[src/inc/dmac_pkg.sv]
// Constants and types of the DMA channel control block
package dmac_pkg;

  // Register byte offsets on the AHB-Lite slave
  localparam logic [7:0]  OFF_CTRL   = 8'h00;
  localparam logic [7:0]  OFF_STAT   = 8'h04;
  localparam logic [7:0]  OFF_MASK   = 8'h08;
  localparam logic [7:0]  OFF_BUFA   = 8'h0c;
  localparam logic [7:0]  OFF_BUFB   = 8'h10;
  localparam logic [7:0]  OFF_PADR   = 8'h14;
  localparam logic [7:0]  OFF_BLEN   = 8'h18;
  localparam logic [7:0]  OFF_STATE  = 8'h1c;

  // Channel control field positions
  localparam int          CTL_ON     = 15;
  localparam int          CTL_BYTE   = 14;
  localparam int          CTL_DIR    = 13;
  localparam int          CTL_HALF   = 12;
  localparam int          CTL_DUMMY_PERIPH_WRITE  = 11;
  localparam int          ADDRESSING_SCHEME_LO   = 4;
  localparam int          OMODE_LO   = 0;
  localparam logic [15:0] CTRL_WMASK = 16'hf833;

  // Status field positions
  localparam int          STAT_W     = 2;
  localparam int          ST_BLK     = 0;
  localparam int          ST_ERR     = 1;

  // Reset values
  localparam logic [15:0]       CTRL_RST = 16'h0000;
  localparam logic [15:0]       REG_RST  = 16'h0000;
  localparam logic [STAT_W-1:0] STAT_RST = 2'h0;

  // Bus constants
  localparam logic [2:0]  HSIZE_WORD = 3'h2;

  typedef enum logic [1:0] {
    AM_POSTINC = 2'b00,
    AM_NOINC   = 2'b01,
    AM_PERIND  = 2'b10,
    AM_RSVD    = 2'b11
  } dmac_addressing_scheme_e;

  typedef enum logic [1:0] {
    OM_CONT       = 2'b00,
    OM_ONESHOT    = 2'b01,
    OM_CONT_PP    = 2'b10,
    OM_ONESHOT_PP = 2'b11
  } dmac_omode_e;

  typedef enum logic [1:0] {
    S_IDLE  = 2'b00,
    S_READ  = 2'b01,
    S_WRITE = 2'b10,
    S_NULL  = 2'b11
  } dmac_state_e;

  typedef struct packed {
    logic        valid;
    logic        we;
    logic        periph;
    logic        byte_sz;
    logic [15:0] addr;
    logic [15:0] wdata;
  } dmac_req_s;

  typedef struct packed {
    logic        ack;
    logic [15:0] rdata;
  } dmac_rsp_s;

endpackage

[src/rtl/dmac_addr_gen.sv]
// RAM address generation for the DMA channel
`timescale 1ns/1ps
module dmac_addr_gen (
  // Clock and reset
  input  logic                  clk_sys,
  input  logic                  srst,
  // Sequencing
  input  logic                  load,
  input  logic                  step,
  input  logic                  sel_b,
  // Configuration
  input  dmac_pkg::dmac_addressing_scheme_e scheme,
  input  logic                  byte_sz,
  input  logic [15:0]           base_a,
  input  logic [15:0]           base_b,
  input  logic [15:0]           poff,
  // Result
  output logic [15:0]           ram_addr
);
  import dmac_pkg::*;

  logic [15:0] ofs_r;
  logic [15:0] base;
  logic [15:0] inc;

  assign base = sel_b ? base_b : base_a;
  assign inc  = byte_sz ? 16'h0001 : 16'h0002;

  // Offset advances only with post-increment
  always_ff @(posedge clk_sys) begin
    if (srst || load) begin
      ofs_r <= 16'h0000;
    end else if (step && scheme == AM_POSTINC) begin
      ofs_r <= ofs_r + inc;
    end
  end

  // Peripheral indirect takes the offset from the peripheral
  always_comb begin
    ram_addr = base + ((scheme == AM_PERIND) ? poff : ofs_r);
  end

  a_noinc_hold: assert property (
    @(posedge clk_sys) disable iff (srst)
    (step && !load && scheme != AM_POSTINC) |=> ofs_r == $past(ofs_r)
  ) else $error("offset moved without post-increment");

  a_postinc_step: assert property (
    @(posedge clk_sys) disable iff (srst)
    (step && !load && scheme == AM_POSTINC)
      |=> ofs_r == $past(ofs_r) + ($past(byte_sz) ? 16'h0001 : 16'h0002)
  ) else $error("post-increment step wrong");

endmodule

[src/rtl/dmac_blk_cnt.sv]
// Element counter with half and full block detection
`timescale 1ns/1ps
module dmac_blk_cnt (
  // Clock and reset
  input  logic        clk_sys,
  input  logic        srst,
  // Sequencing
  input  logic        clr,
  input  logic        step,
  input  logic [16:0] n_elems,
  // Results
  output logic        half_hit,
  output logic        full_hit,
  output logic [16:0] done_cnt
);
  import dmac_pkg::*;

  logic [16:0] cnt_r;
  logic [16:0] cnt_inc;
  logic [16:0] half_pt;

  assign cnt_inc  = cnt_r + 17'd1;
  assign half_pt  = {1'b0, n_elems[16:1]} + {16'h0000, n_elems[0]};
  assign half_hit = step && (cnt_inc == half_pt);
  assign full_hit = step && (cnt_inc == n_elems);
  assign done_cnt = cnt_r;

  always_ff @(posedge clk_sys) begin
    if (srst || clr) begin
      cnt_r <= 17'd0;
    end else if (step) begin
      cnt_r <= cnt_inc;
    end
  end

endmodule

[src/rtl/dmac_chan.sv]
// DMA channel control: AHB-Lite registers, sequencer and interrupt
//
// Contract
// - The size bit picks byte transfers at one and word transfers at zero.
// - Direction one reads RAM and writes the peripheral, zero the reverse.
// - With the half bit set the interrupt event fires at half the block.
// - Null-write adds a dummy peripheral write after each RAM write.
// - Scheme 10 is peripheral indirect, 01 no post-increment, 11 reserved.
// - Modes 11 one-shot ping-pong, 10 continuous ping-pong, 01 one-shot.
// - Control bits 10 to 6 and 3 to 2 always read as zero.
//
// Implementation choices: the address map and the AHB-Lite slave port.
`timescale 1ns/1ps
module dmac_chan (
  // Clock and reset
  input  logic                clk_sys,
  input  logic                srst,
  // AHB-Lite slave
  input  logic                hsel,
  input  logic [31:0]         haddr,
  input  logic [1:0]          htrans,
  input  logic                hwrite,
  input  logic [2:0]          hsize,
  input  logic [31:0]         hwdata,
  input  logic                hready,
  output logic                hreadyout,
  output logic                hresp,
  output logic [31:0]         hrdata,
  // Peripheral request
  input  logic                periph_req,
  input  logic [15:0]         periph_off,
  // Data mover port
  output dmac_pkg::dmac_req_s mem_req,
  input  dmac_pkg::dmac_rsp_s mem_rsp,
  // Interrupt
  output logic                irq
);
  import dmac_pkg::*;

  // Registers
  logic [15:0]       ctrl_r;
  logic [STAT_W-1:0] stat_r;
  logic [STAT_W-1:0] mask_r;
  logic [15:0]       bufa_r;
  logic [15:0]       bufb_r;
  logic [15:0]       padr_r;
  logic [15:0]       blen_r;
  logic              wr_pend_r;
  logic [7:0]        wr_off_r;
  logic [31:0]       hrdata_r;
  logic              hreadyout_r;
  logic              irq_r;

  // Sequencer state
  dmac_state_e       st_r;
  dmac_req_s         req_r;
  logic              el_dir_r;
  logic              el_byte_r;
  logic              el_dummy_periph_write_r;
  logic              req_pend_r;
  logic [15:0]       poff_r;
  logic              buf_b_r;

  // Decoded control
  logic              ctl_on;
  logic              ctl_byte;
  logic              ctl_dir;
  logic              ctl_half;
  logic              ctl_dummy_periph_write;
  dmac_addressing_scheme_e       ctl_scheme;
  dmac_omode_e       ctl_mode;
  logic              cfg_bad;

  // Events and strobes
  logic              rd_go;
  logic              wr_go;
  logic              sw_ctrl_wr;
  logic              sw_stat_wr;
  logic              w_bad;
  logic              start_blk;
  logic              el_go;
  logic              el_done;
  logic              half_hit;
  logic              blk_full;
  logic              blk_evt;
  logic              err_evt;
  logic              stop_hw;
  logic              pp_mode;
  logic              blk_clr;
  logic [16:0]       n_elems;
  logic [16:0]       done_cnt;
  logic [15:0]       ram_addr;
  logic [31:0]       rd_val;

  assign hreadyout = hreadyout_r;
  assign hresp     = 1'b0;
  assign hrdata    = hrdata_r;
  assign mem_req   = req_r;
  assign irq       = irq_r;

  assign ctl_on     = ctrl_r[CTL_ON];
  assign ctl_byte   = ctrl_r[CTL_BYTE];
  assign ctl_dir    = ctrl_r[CTL_DIR];
  assign ctl_half   = ctrl_r[CTL_HALF];
  assign ctl_dummy_periph_write  = ctrl_r[CTL_DUMMY_PERIPH_WRITE];
  assign ctl_scheme = dmac_addressing_scheme_e'(ctrl_r[ADDRESSING_SCHEME_LO +: 2]);
  assign ctl_mode   = dmac_omode_e'(ctrl_r[OMODE_LO +: 2]);
  // Reserved scheme or null-write with direction one blocks the channel
  assign cfg_bad    = (ctl_scheme == AM_RSVD) || (ctl_dummy_periph_write && ctl_dir);

  // Bus decode
  assign rd_go = hsel && hready && htrans[1] && !hwrite;
  assign wr_go = hsel && hready && htrans[1] && hwrite && (hsize == HSIZE_WORD);
  assign sw_ctrl_wr = wr_pend_r && (wr_off_r == OFF_CTRL);
  assign sw_stat_wr = wr_pend_r && (wr_off_r == OFF_STAT);
  assign w_bad = (hwdata[ADDRESSING_SCHEME_LO +: 2] == AM_RSVD)
               || (hwdata[CTL_DUMMY_PERIPH_WRITE] && hwdata[CTL_DIR]);
  assign start_blk = sw_ctrl_wr && hwdata[CTL_ON] && !ctl_on;
  assign err_evt   = sw_ctrl_wr && hwdata[CTL_ON] && w_bad;

  // Sequencing strobes
  assign el_go = (st_r == S_IDLE) && ctl_on && req_pend_r && !cfg_bad
               && !sw_ctrl_wr;
  assign el_done = mem_rsp.ack
                 && (((st_r == S_WRITE) && !el_dummy_periph_write_r) || (st_r == S_NULL));
  assign blk_evt = ctl_half ? half_hit : blk_full;
  assign pp_mode = (ctl_mode == OM_CONT_PP) || (ctl_mode == OM_ONESHOT_PP);
  assign stop_hw = blk_full && ((ctl_mode == OM_ONESHOT)
                 || ((ctl_mode == OM_ONESHOT_PP) && buf_b_r));
  assign blk_clr = start_blk || blk_full;
  assign n_elems = {1'b0, blen_r} + 17'd1;

  // Register read view
  always_comb begin
    rd_val = 32'h0000_0000;
    unique case (haddr[7:0])
      OFF_CTRL:  rd_val = {16'h0000, ctrl_r & CTRL_WMASK};
      OFF_STAT:  rd_val = {30'h0000_0000, stat_r};
      OFF_MASK:  rd_val = {30'h0000_0000, mask_r};
      OFF_BUFA:  rd_val = {16'h0000, bufa_r};
      OFF_BUFB:  rd_val = {16'h0000, bufb_r};
      OFF_PADR:  rd_val = {16'h0000, padr_r};
      OFF_BLEN:  rd_val = {16'h0000, blen_r};
      OFF_STATE: rd_val = {done_cnt[15:0], 12'h000, req_pend_r, buf_b_r, st_r};
      default:   rd_val = 32'h0000_0000;
    endcase
  end

  // AHB-Lite slave, zero wait states
  always_ff @(posedge clk_sys) begin
    if (srst) begin
      hreadyout_r <= 1'b0;
      hrdata_r    <= 32'h0000_0000;
      wr_pend_r   <= 1'b0;
      wr_off_r    <= 8'h00;
    end else begin
      hreadyout_r <= 1'b1;
      wr_pend_r   <= wr_go;
      wr_off_r    <= haddr[7:0];
      if (rd_go) begin
        hrdata_r <= rd_val;
      end
    end
  end

  // Channel control; software write beats the one-shot stop
  always_ff @(posedge clk_sys) begin
    if (srst) begin
      ctrl_r <= CTRL_RST;
    end else if (sw_ctrl_wr) begin
      ctrl_r <= hwdata[15:0] & CTRL_WMASK;
    end else if (stop_hw) begin
      ctrl_r[CTL_ON] <= 1'b0;
    end
  end

  // Plain configuration registers
  always_ff @(posedge clk_sys) begin
    if (srst) begin
      mask_r <= STAT_RST;
      bufa_r <= REG_RST;
      bufb_r <= REG_RST;
      padr_r <= REG_RST;
      blen_r <= REG_RST;
    end else if (wr_pend_r) begin
      unique case (wr_off_r)
        OFF_MASK: mask_r <= hwdata[STAT_W-1:0];
        OFF_BUFA: bufa_r <= hwdata[15:0];
        OFF_BUFB: bufb_r <= hwdata[15:0];
        OFF_PADR: padr_r <= hwdata[15:0];
        OFF_BLEN: blen_r <= hwdata[15:0];
        default: ;
      endcase
    end
  end

  // Sticky status, write one to clear, set wins
  always_ff @(posedge clk_sys) begin
    if (srst) begin
      stat_r <= STAT_RST;
    end else begin
      stat_r[ST_BLK] <= blk_evt
                     || (stat_r[ST_BLK] && !(sw_stat_wr && hwdata[ST_BLK]));
      stat_r[ST_ERR] <= err_evt
                     || (stat_r[ST_ERR] && !(sw_stat_wr && hwdata[ST_ERR]));
    end
  end

  // Interrupt level
  always_ff @(posedge clk_sys) begin
    if (srst) begin
      irq_r <= 1'b0;
    end else begin
      irq_r <= |(stat_r & mask_r);
    end
  end

  // Pending peripheral request, new request wins over consumption
  always_ff @(posedge clk_sys) begin
    if (srst) begin
      req_pend_r <= 1'b0;
      poff_r     <= 16'h0000;
    end else begin
      req_pend_r <= periph_req || (req_pend_r && !el_go);
      if (periph_req) begin
        poff_r <= periph_off;
      end
    end
  end

  // Ping-pong buffer select
  always_ff @(posedge clk_sys) begin
    if (srst || start_blk) begin
      buf_b_r <= 1'b0;
    end else if (blk_full && pp_mode) begin
      buf_b_r <= !buf_b_r;
    end
  end

  // Element sequencer
  always_ff @(posedge clk_sys) begin
    if (srst) begin
      st_r       <= S_IDLE;
      req_r      <= '0;
      el_dir_r   <= 1'b0;
      el_byte_r  <= 1'b0;
      el_dummy_periph_write_r <= 1'b0;
    end else begin
      unique case (st_r)
        S_IDLE: begin
          if (el_go) begin
            el_dir_r      <= ctl_dir;
            el_byte_r     <= ctl_byte;
            el_dummy_periph_write_r    <= ctl_dummy_periph_write;
            req_r.valid   <= 1'b1;
            req_r.we      <= 1'b0;
            req_r.periph  <= !ctl_dir;
            req_r.byte_sz <= ctl_byte;
            req_r.addr    <= ctl_dir ? ram_addr : padr_r;
            req_r.wdata   <= 16'h0000;
            st_r          <= S_READ;
          end
        end
        S_READ: begin
          if (mem_rsp.ack) begin
            req_r.we     <= 1'b1;
            req_r.periph <= el_dir_r;
            req_r.addr   <= el_dir_r ? padr_r : ram_addr;
            req_r.wdata  <= el_byte_r ? {8'h00, mem_rsp.rdata[7:0]}
                                      : mem_rsp.rdata;
            st_r         <= S_WRITE;
          end
        end
        S_WRITE: begin
          if (mem_rsp.ack) begin
            if (el_dummy_periph_write_r) begin
              req_r.periph <= 1'b1;
              req_r.addr   <= padr_r;
              req_r.wdata  <= 16'h0000;
              st_r         <= S_NULL;
            end else begin
              req_r.valid <= 1'b0;
              st_r        <= S_IDLE;
            end
          end
        end
        S_NULL: begin
          if (mem_rsp.ack) begin
            req_r.valid <= 1'b0;
            st_r        <= S_IDLE;
          end
        end
      endcase
    end
  end

  dmac_addr_gen u_addr_gen (
    .clk_sys  (clk_sys),
    .srst     (srst),
    .load     (blk_clr),
    .step     (el_done),
    .sel_b    (buf_b_r),
    .scheme   (ctl_scheme),
    .byte_sz  (el_byte_r),
    .base_a   (bufa_r),
    .base_b   (bufb_r),
    .poff     (poff_r),
    .ram_addr (ram_addr)
  );

  dmac_blk_cnt u_blk_cnt (
    .clk_sys  (clk_sys),
    .srst     (srst),
    .clr      (blk_clr),
    .step     (el_done),
    .n_elems  (n_elems),
    .half_hit (half_hit),
    .full_hit (blk_full),
    .done_cnt (done_cnt)
  );

  a_issue_needs_on: assert property (
    @(posedge clk_sys) disable iff (srst)
    (st_r == S_IDLE ##1 st_r == S_READ) |-> $past(ctrl_r[CTL_ON])
  ) else $error("element started while channel off");

  a_size_follows: assert property (
    @(posedge clk_sys) disable iff (srst)
    (st_r == S_IDLE ##1 st_r == S_READ)
      |-> req_r.byte_sz == $past(ctrl_r[CTL_BYTE])
  ) else $error("transfer size differs from control");

  a_byte_masked: assert property (
    @(posedge clk_sys) disable iff (srst)
    (st_r == S_WRITE && el_byte_r) |-> req_r.wdata[15:8] == 8'h00
  ) else $error("byte write carries upper data");

  a_read_bus: assert property (
    @(posedge clk_sys) disable iff (srst)
    (st_r == S_READ) |-> (req_r.periph == !el_dir_r) && !req_r.we
  ) else $error("read on wrong bus");

  a_write_bus: assert property (
    @(posedge clk_sys) disable iff (srst)
    (st_r == S_WRITE) |-> (req_r.periph == el_dir_r) && req_r.we
  ) else $error("write on wrong bus");

  a_half_irq: assert property (
    @(posedge clk_sys) disable iff (srst)
    (half_hit && ctrl_r[CTL_HALF]) |=> stat_r[ST_BLK]
  ) else $error("half block event missing");

  a_full_only: assert property (
    @(posedge clk_sys) disable iff (srst)
    $rose(stat_r[ST_BLK])
      |-> $past(ctrl_r[CTL_HALF] ? half_hit : blk_full)
  ) else $error("block event at wrong moment");

  a_dummy_write: assert property (
    @(posedge clk_sys) disable iff (srst)
    (st_r == S_WRITE && mem_rsp.ack && el_dummy_periph_write_r)
      |=> (st_r == S_NULL) && req_r.we && req_r.periph
          && (req_r.addr == padr_r)
  ) else $error("dummy peripheral write missing");

  a_oneshot_stop: assert property (
    @(posedge clk_sys) disable iff (srst)
    (blk_full && ctl_mode == OM_ONESHOT && !sw_ctrl_wr)
      |=> !ctrl_r[CTL_ON]
  ) else $error("one-shot did not stop");

  a_pp_flip: assert property (
    @(posedge clk_sys) disable iff (srst)
    (blk_full && ctl_mode == OM_CONT_PP && !start_blk)
      |=> buf_b_r != $past(buf_b_r)
  ) else $error("ping-pong buffer did not switch");

  a_cont_keeps: assert property (
    @(posedge clk_sys) disable iff (srst)
    (blk_full && ctl_on && ctl_mode == OM_CONT && !sw_ctrl_wr)
      |=> ctrl_r[CTL_ON] && (buf_b_r == $past(buf_b_r))
  ) else $error("continuous mode stopped or switched");

  a_rsvd_zero: assert property (
    @(posedge clk_sys) disable iff (srst)
    (rd_go && haddr[7:0] == OFF_CTRL)
      |=> (hrdata_r[15:0] & ~CTRL_WMASK) == 16'h0000
  ) else $error("reserved control bits read nonzero");

endmodule

[config.mk]
export PLATFORM = sky130hd
export DESIGN_NAME = dmac_chan
export DESIGN_NICKNAME = d
export VERILOG_FILES = /design/src/inc/dmac_pkg.sv /design/src/rtl/dmac_addr_gen.sv /design/src/rtl/dmac_blk_cnt.sv /design/src/rtl/dmac_chan.sv
export SDC_FILE = /design/constraint.sdc
export NUM_CORES = 1
export LEC_CHECK = 0
export ABC_AREA = 1
export ABC_CLOCK_PERIOD_IN_PS = 5600
export BUFFER_PORTS_ARGS = -buffer_cell sky130_fd_sc_hd__buf_2
export CAP_MARGIN = 5
export CORE_MARGIN = 8
export CORE_UTILIZATION = 55
export CTS_CLUSTER_SIZE = 16
export DETAILED_ROUTE_END_ITERATION = 6
export MAX_ROUTING_LAYER = met4
export PLACE_DENSITY = 0.87
export RECOVER_POWER = 50
export SLEW_MARGIN = 20
export SYNTH_ARGS = -nofsm -noshare
export SYNTH_HDL_FRONTEND = slang
export SYNTH_SLANG_ARGS = --single-unit
[constraint.sdc]
create_clock -name clk_sys -period 5.6 [get_ports clk_sys]
set_input_delay 0.56 -clock clk_sys [delete_from_list [all_inputs] [get_ports clk_sys]]
set_output_delay 0.56 -clock clk_sys [all_outputs]
set_load 0.005 [all_outputs]
==> reports/qor.txt <==
hpwl dp: 26,100 µm
CP endpoint kind: flop
count of cell types in the netlist: 55
Reg power frac: 0.446
CP Cell Sequence: clkbuf_1, inv_1, o21ai_0, inv_1, nand2_4, nor2_1
Vias: 11,800
Clk network pwr share: 0.442
layout cells sized above 1: 0.102
met1 wire length: 14,600 µm
DR top layer: met4
clock root buffer: clkbuf_16
Worst Path Arrival: 4.33 ns
initial antenna violation count: 0
critical path's most frequent cell: inv_1
Post-Route WL: 35,500 µm
Area contributors post-synth: dfxtp_1 (37%), nand2_1 (13%), o21ai_0 (7.4%)
Setup Skew: 0.0204 ns
Critical Path Max Stage Delay: 1.71 ns
RSZ-0062 raised after global routing: no
design area: 0.0129 mm²
Initial Util: 0.562
count of pins over their slew limit: 52
vias in the first global route: 11,200
Die ar.: 0.0255 mm²
Slew @ Worst Pin: 2.44 ns
I/O Buffers: 136
Logic pwr share: 0.112
Final min period: 3.95 ns
MaxCap Viol Count: 1
asr flop ratio synth: 0
Sink Count: 211
Via density: 5.75
worst skew pair latency: 0.52 ns
EDFF count, synth: 0
worst vdd ir: 0.240 mV
first-pass GRT wire length: 56,700 µm
CTS Buf Count: 23
Post-CTS Setup Bufs: 0
LEAKAGE: 5.31 nW
Synth Register Bits: 211
crit path buf inv count: 3
most common library cell in the layout ignoring fill and taps: nand2_1
Synth Cell Area: 0.0114 mm²
Reg area: 0.00422 mm²
crit start category: input port
setup violators final: 0
leading cell types in the layout, fill and taps excluded: nand2_1 (388), nor2_1 (212), dfxtp_1 (211), o21ai_0 (169), a21oi_1 (156)
GR Util All Layers: 0.272
Synth Area in Simple Gates: 0.291
Clock Path Buffers: 3
sequential area share after synthesis: 0.372
Post-CTS Resized: 0
IO Pins: 179
status: complete, but fails checks
P&R area growth vs syn: 13.2%
post-synth top area cell: dfxtp_1
headroom to the max-slew limit: -0.625
area of the multi-input gates: 0.00624 mm²
Ys Warns: 0
1st-iter DRT viols: 1,319
Synth Area in XOR/XNOR: 0.0238
Min-Delay Path Class: in2reg
post-synthesis instance total: 1,676
row count: 52
RD Place Congestion: 0.954
Layout Nets: 1,912
internal power: 0.00269 W
CP Max Fanout: 51
metal3 WL: 3060 µm
CP delay by family, top: buffers and inverters
Crit Path Category: in2reg
Routed Antenna Nets: 0
Filler Cell Count: 1,826
DRT Pass-1 Iters: 7
Clock transition at path regs: 0.06 ns
Crit path required time: 5.98 ns
f_max: 253 MHz
met2 routed WL: 16,500 µm
Antenna diodes: 0
largest family of logic cells by synthesized area: simple AND/OR/NAND/NOR gates
Die Ht: 160 µm
Adder-Cell Fraction of Synth Area: 0.0321
CTS tree: built
Net Sw Frac: 0.262
Core Footprint: 0.0202 mm²
Design Power: 0.00364 W
Chip Width: 160 µm
fin crit share: 0.705
Post-Syn Nets: 1,812
Congestion Overflow GR: 0
Crit-path slowest cell: clkbuf_1
DRC violations left: 1
largest net degree at the start of global routing: 104
Setup TNS: 0 ns
post-synthesis compound-gate area fraction: 0.198
top-area cell type share of the netlist area: 0.372
Routed WL per cell: 17.2 µm
NetSw: 0.000954 W
pwr/cell area: 283 mW/mm²
Main synth FF type: dfxtp_1
Avg Cell Area, Syn: 6.78 µm²
final hold viol count: 0
failing checks: DRC, capacitance limit, slew limit
hold buffer count at CTS: 0
proportion of synthesized area in mux cells: 0.00286
H-tree levels: 1
placed inst area: 0.0122 mm²
-- cell type report --
cell class,count,share of cell area
flip-flops and latches,211,0.328
clock inverters,12,0.0130
inverters,165,0.0481
multi-input cells,1231,0.485
clock buffers,28,0.0485
well taps,270,0.0262
repair buffers,144,0.0513
-- flip-flops by register name, indices dropped and copies added (netlist names), 8 cells and up --
name,count
mem_req,35
hrdata,32
u_blk_cnt.done_cnt,17
blen_r,16
bufa_r,16
bufb_r,16
padr_r,16
poff_r,16
u_addr_gen.ofs_r,16
ctrl_r,9
wr_off_r,8
-- worst paths after layout --
path,start,endpoint,slack (ns),depth (start not counted)
setup / recovery,srst,u_addr_gen.ofs_r[13],1.65,6
hold reg to reg,hrdata[1],hrdata[1],0.46,2
setup reg to reg,ctrl_r[4],mem_req[29],1.82,16
hold / removal,hsize[2],wr_pend_r,0.21,2
-- power by group through the flow --
stage / combinational [W] / sequential (W) / clock (W)
after floorplan: 0.000257 / 0.00165 / 0
after global placement: 0.000403 / 0.00165 / 0
after detailed placement: 0.000413 / 0.00165 / 0
after CTS: 0.000417 / 0.00162 / 0.00162
after global routing: 0.000454 / 0.00163 / 0.00168
final: 0.000406 / 0.00162 / 0.00161
-- metrics by stage --
stage               std cells  hold slack (ns)   util  setup WS (ns)
floorplan                1676            0.437      -           2.58
global placement         2021            0.448  0.601           1.95
detailed placement       2021            0.452  0.601           1.88
CTS                      2061            0.188  0.640           1.85
global route             2061            0.191  0.636           1.22
finish                   2061            0.205  0.636           1.65
-- layer usage --
| layer | up-vias | global-route usage |
|---|---|---|
| li1 | 5743 | - |
| met1 | 5475 | 0.330 |
| met2 | 540 | 0.444 |
| met3 | 85 | 0.0486 |
| met4 | 0 | 0.106 |
| met5 | - | - |
-- synth_stat cells (2+ instances only) --
library cell / n
xnor2_1: 10
nand3_1: 76
o21ai_0: 169
buf_2: 8
inv_2: 7
nand4_1: 29
clkinv_1: 4
nor3b_1: 3
o221ai_1: 2
a221oi_1: 4
o21ai_2: 2
o21ai_1: 3
buf_4: 4
nor2_2: 11
buf_1: 2
o211ai_1: 9
o21bai_1: 5
nor4_1: 12
o22ai_1: 4
ha_1: 26
a211oi_2: 16
nor3_1: 14
nor2_1: 213
inv_1: 154
nor3b_2: 2
dfxtp_1: 211
a211oi_1: 8
a21oi_1: 156
nor2_4: 4
nand2_1: 388
mux2_2: 2
buf_6: 2
clkbuf_1: 53
fa_1: 2
nand2_2: 3
or2_2: 5
a22oi_1: 6
nand3b_1: 3
nor3_2: 4
xor2_1: 19
o2111ai_1: 7
-- cell families after synthesis --
family / after synthesis
other cells: 1
xor+xnor: 30
fa+ha+maj: 28
mux: 3
compound gates: 396
simple gates: 773
flops: 211
buf+inv: 234
-- worst reg2reg max path, cell delays in order (launching register included) --
cell and delay (ns):
dfxtp_1 0.33, inv_1 0.10, nand2_1 0.74, a21oi_1 0.29
ha_1 0.42, nand3_1 0.08, nand3_1 0.12, a21oi_1 0.14
o21ai_0 0.23, inv_1 0.10, nor2_1 0.16, nor2_1 0.07
o21ai_0 0.42, nand2_1 0.15, nand3_1 0.11, nand3_1 0.08
a21oi_1 0.17
No activity file was read; power rests on OpenSTA's default activity.
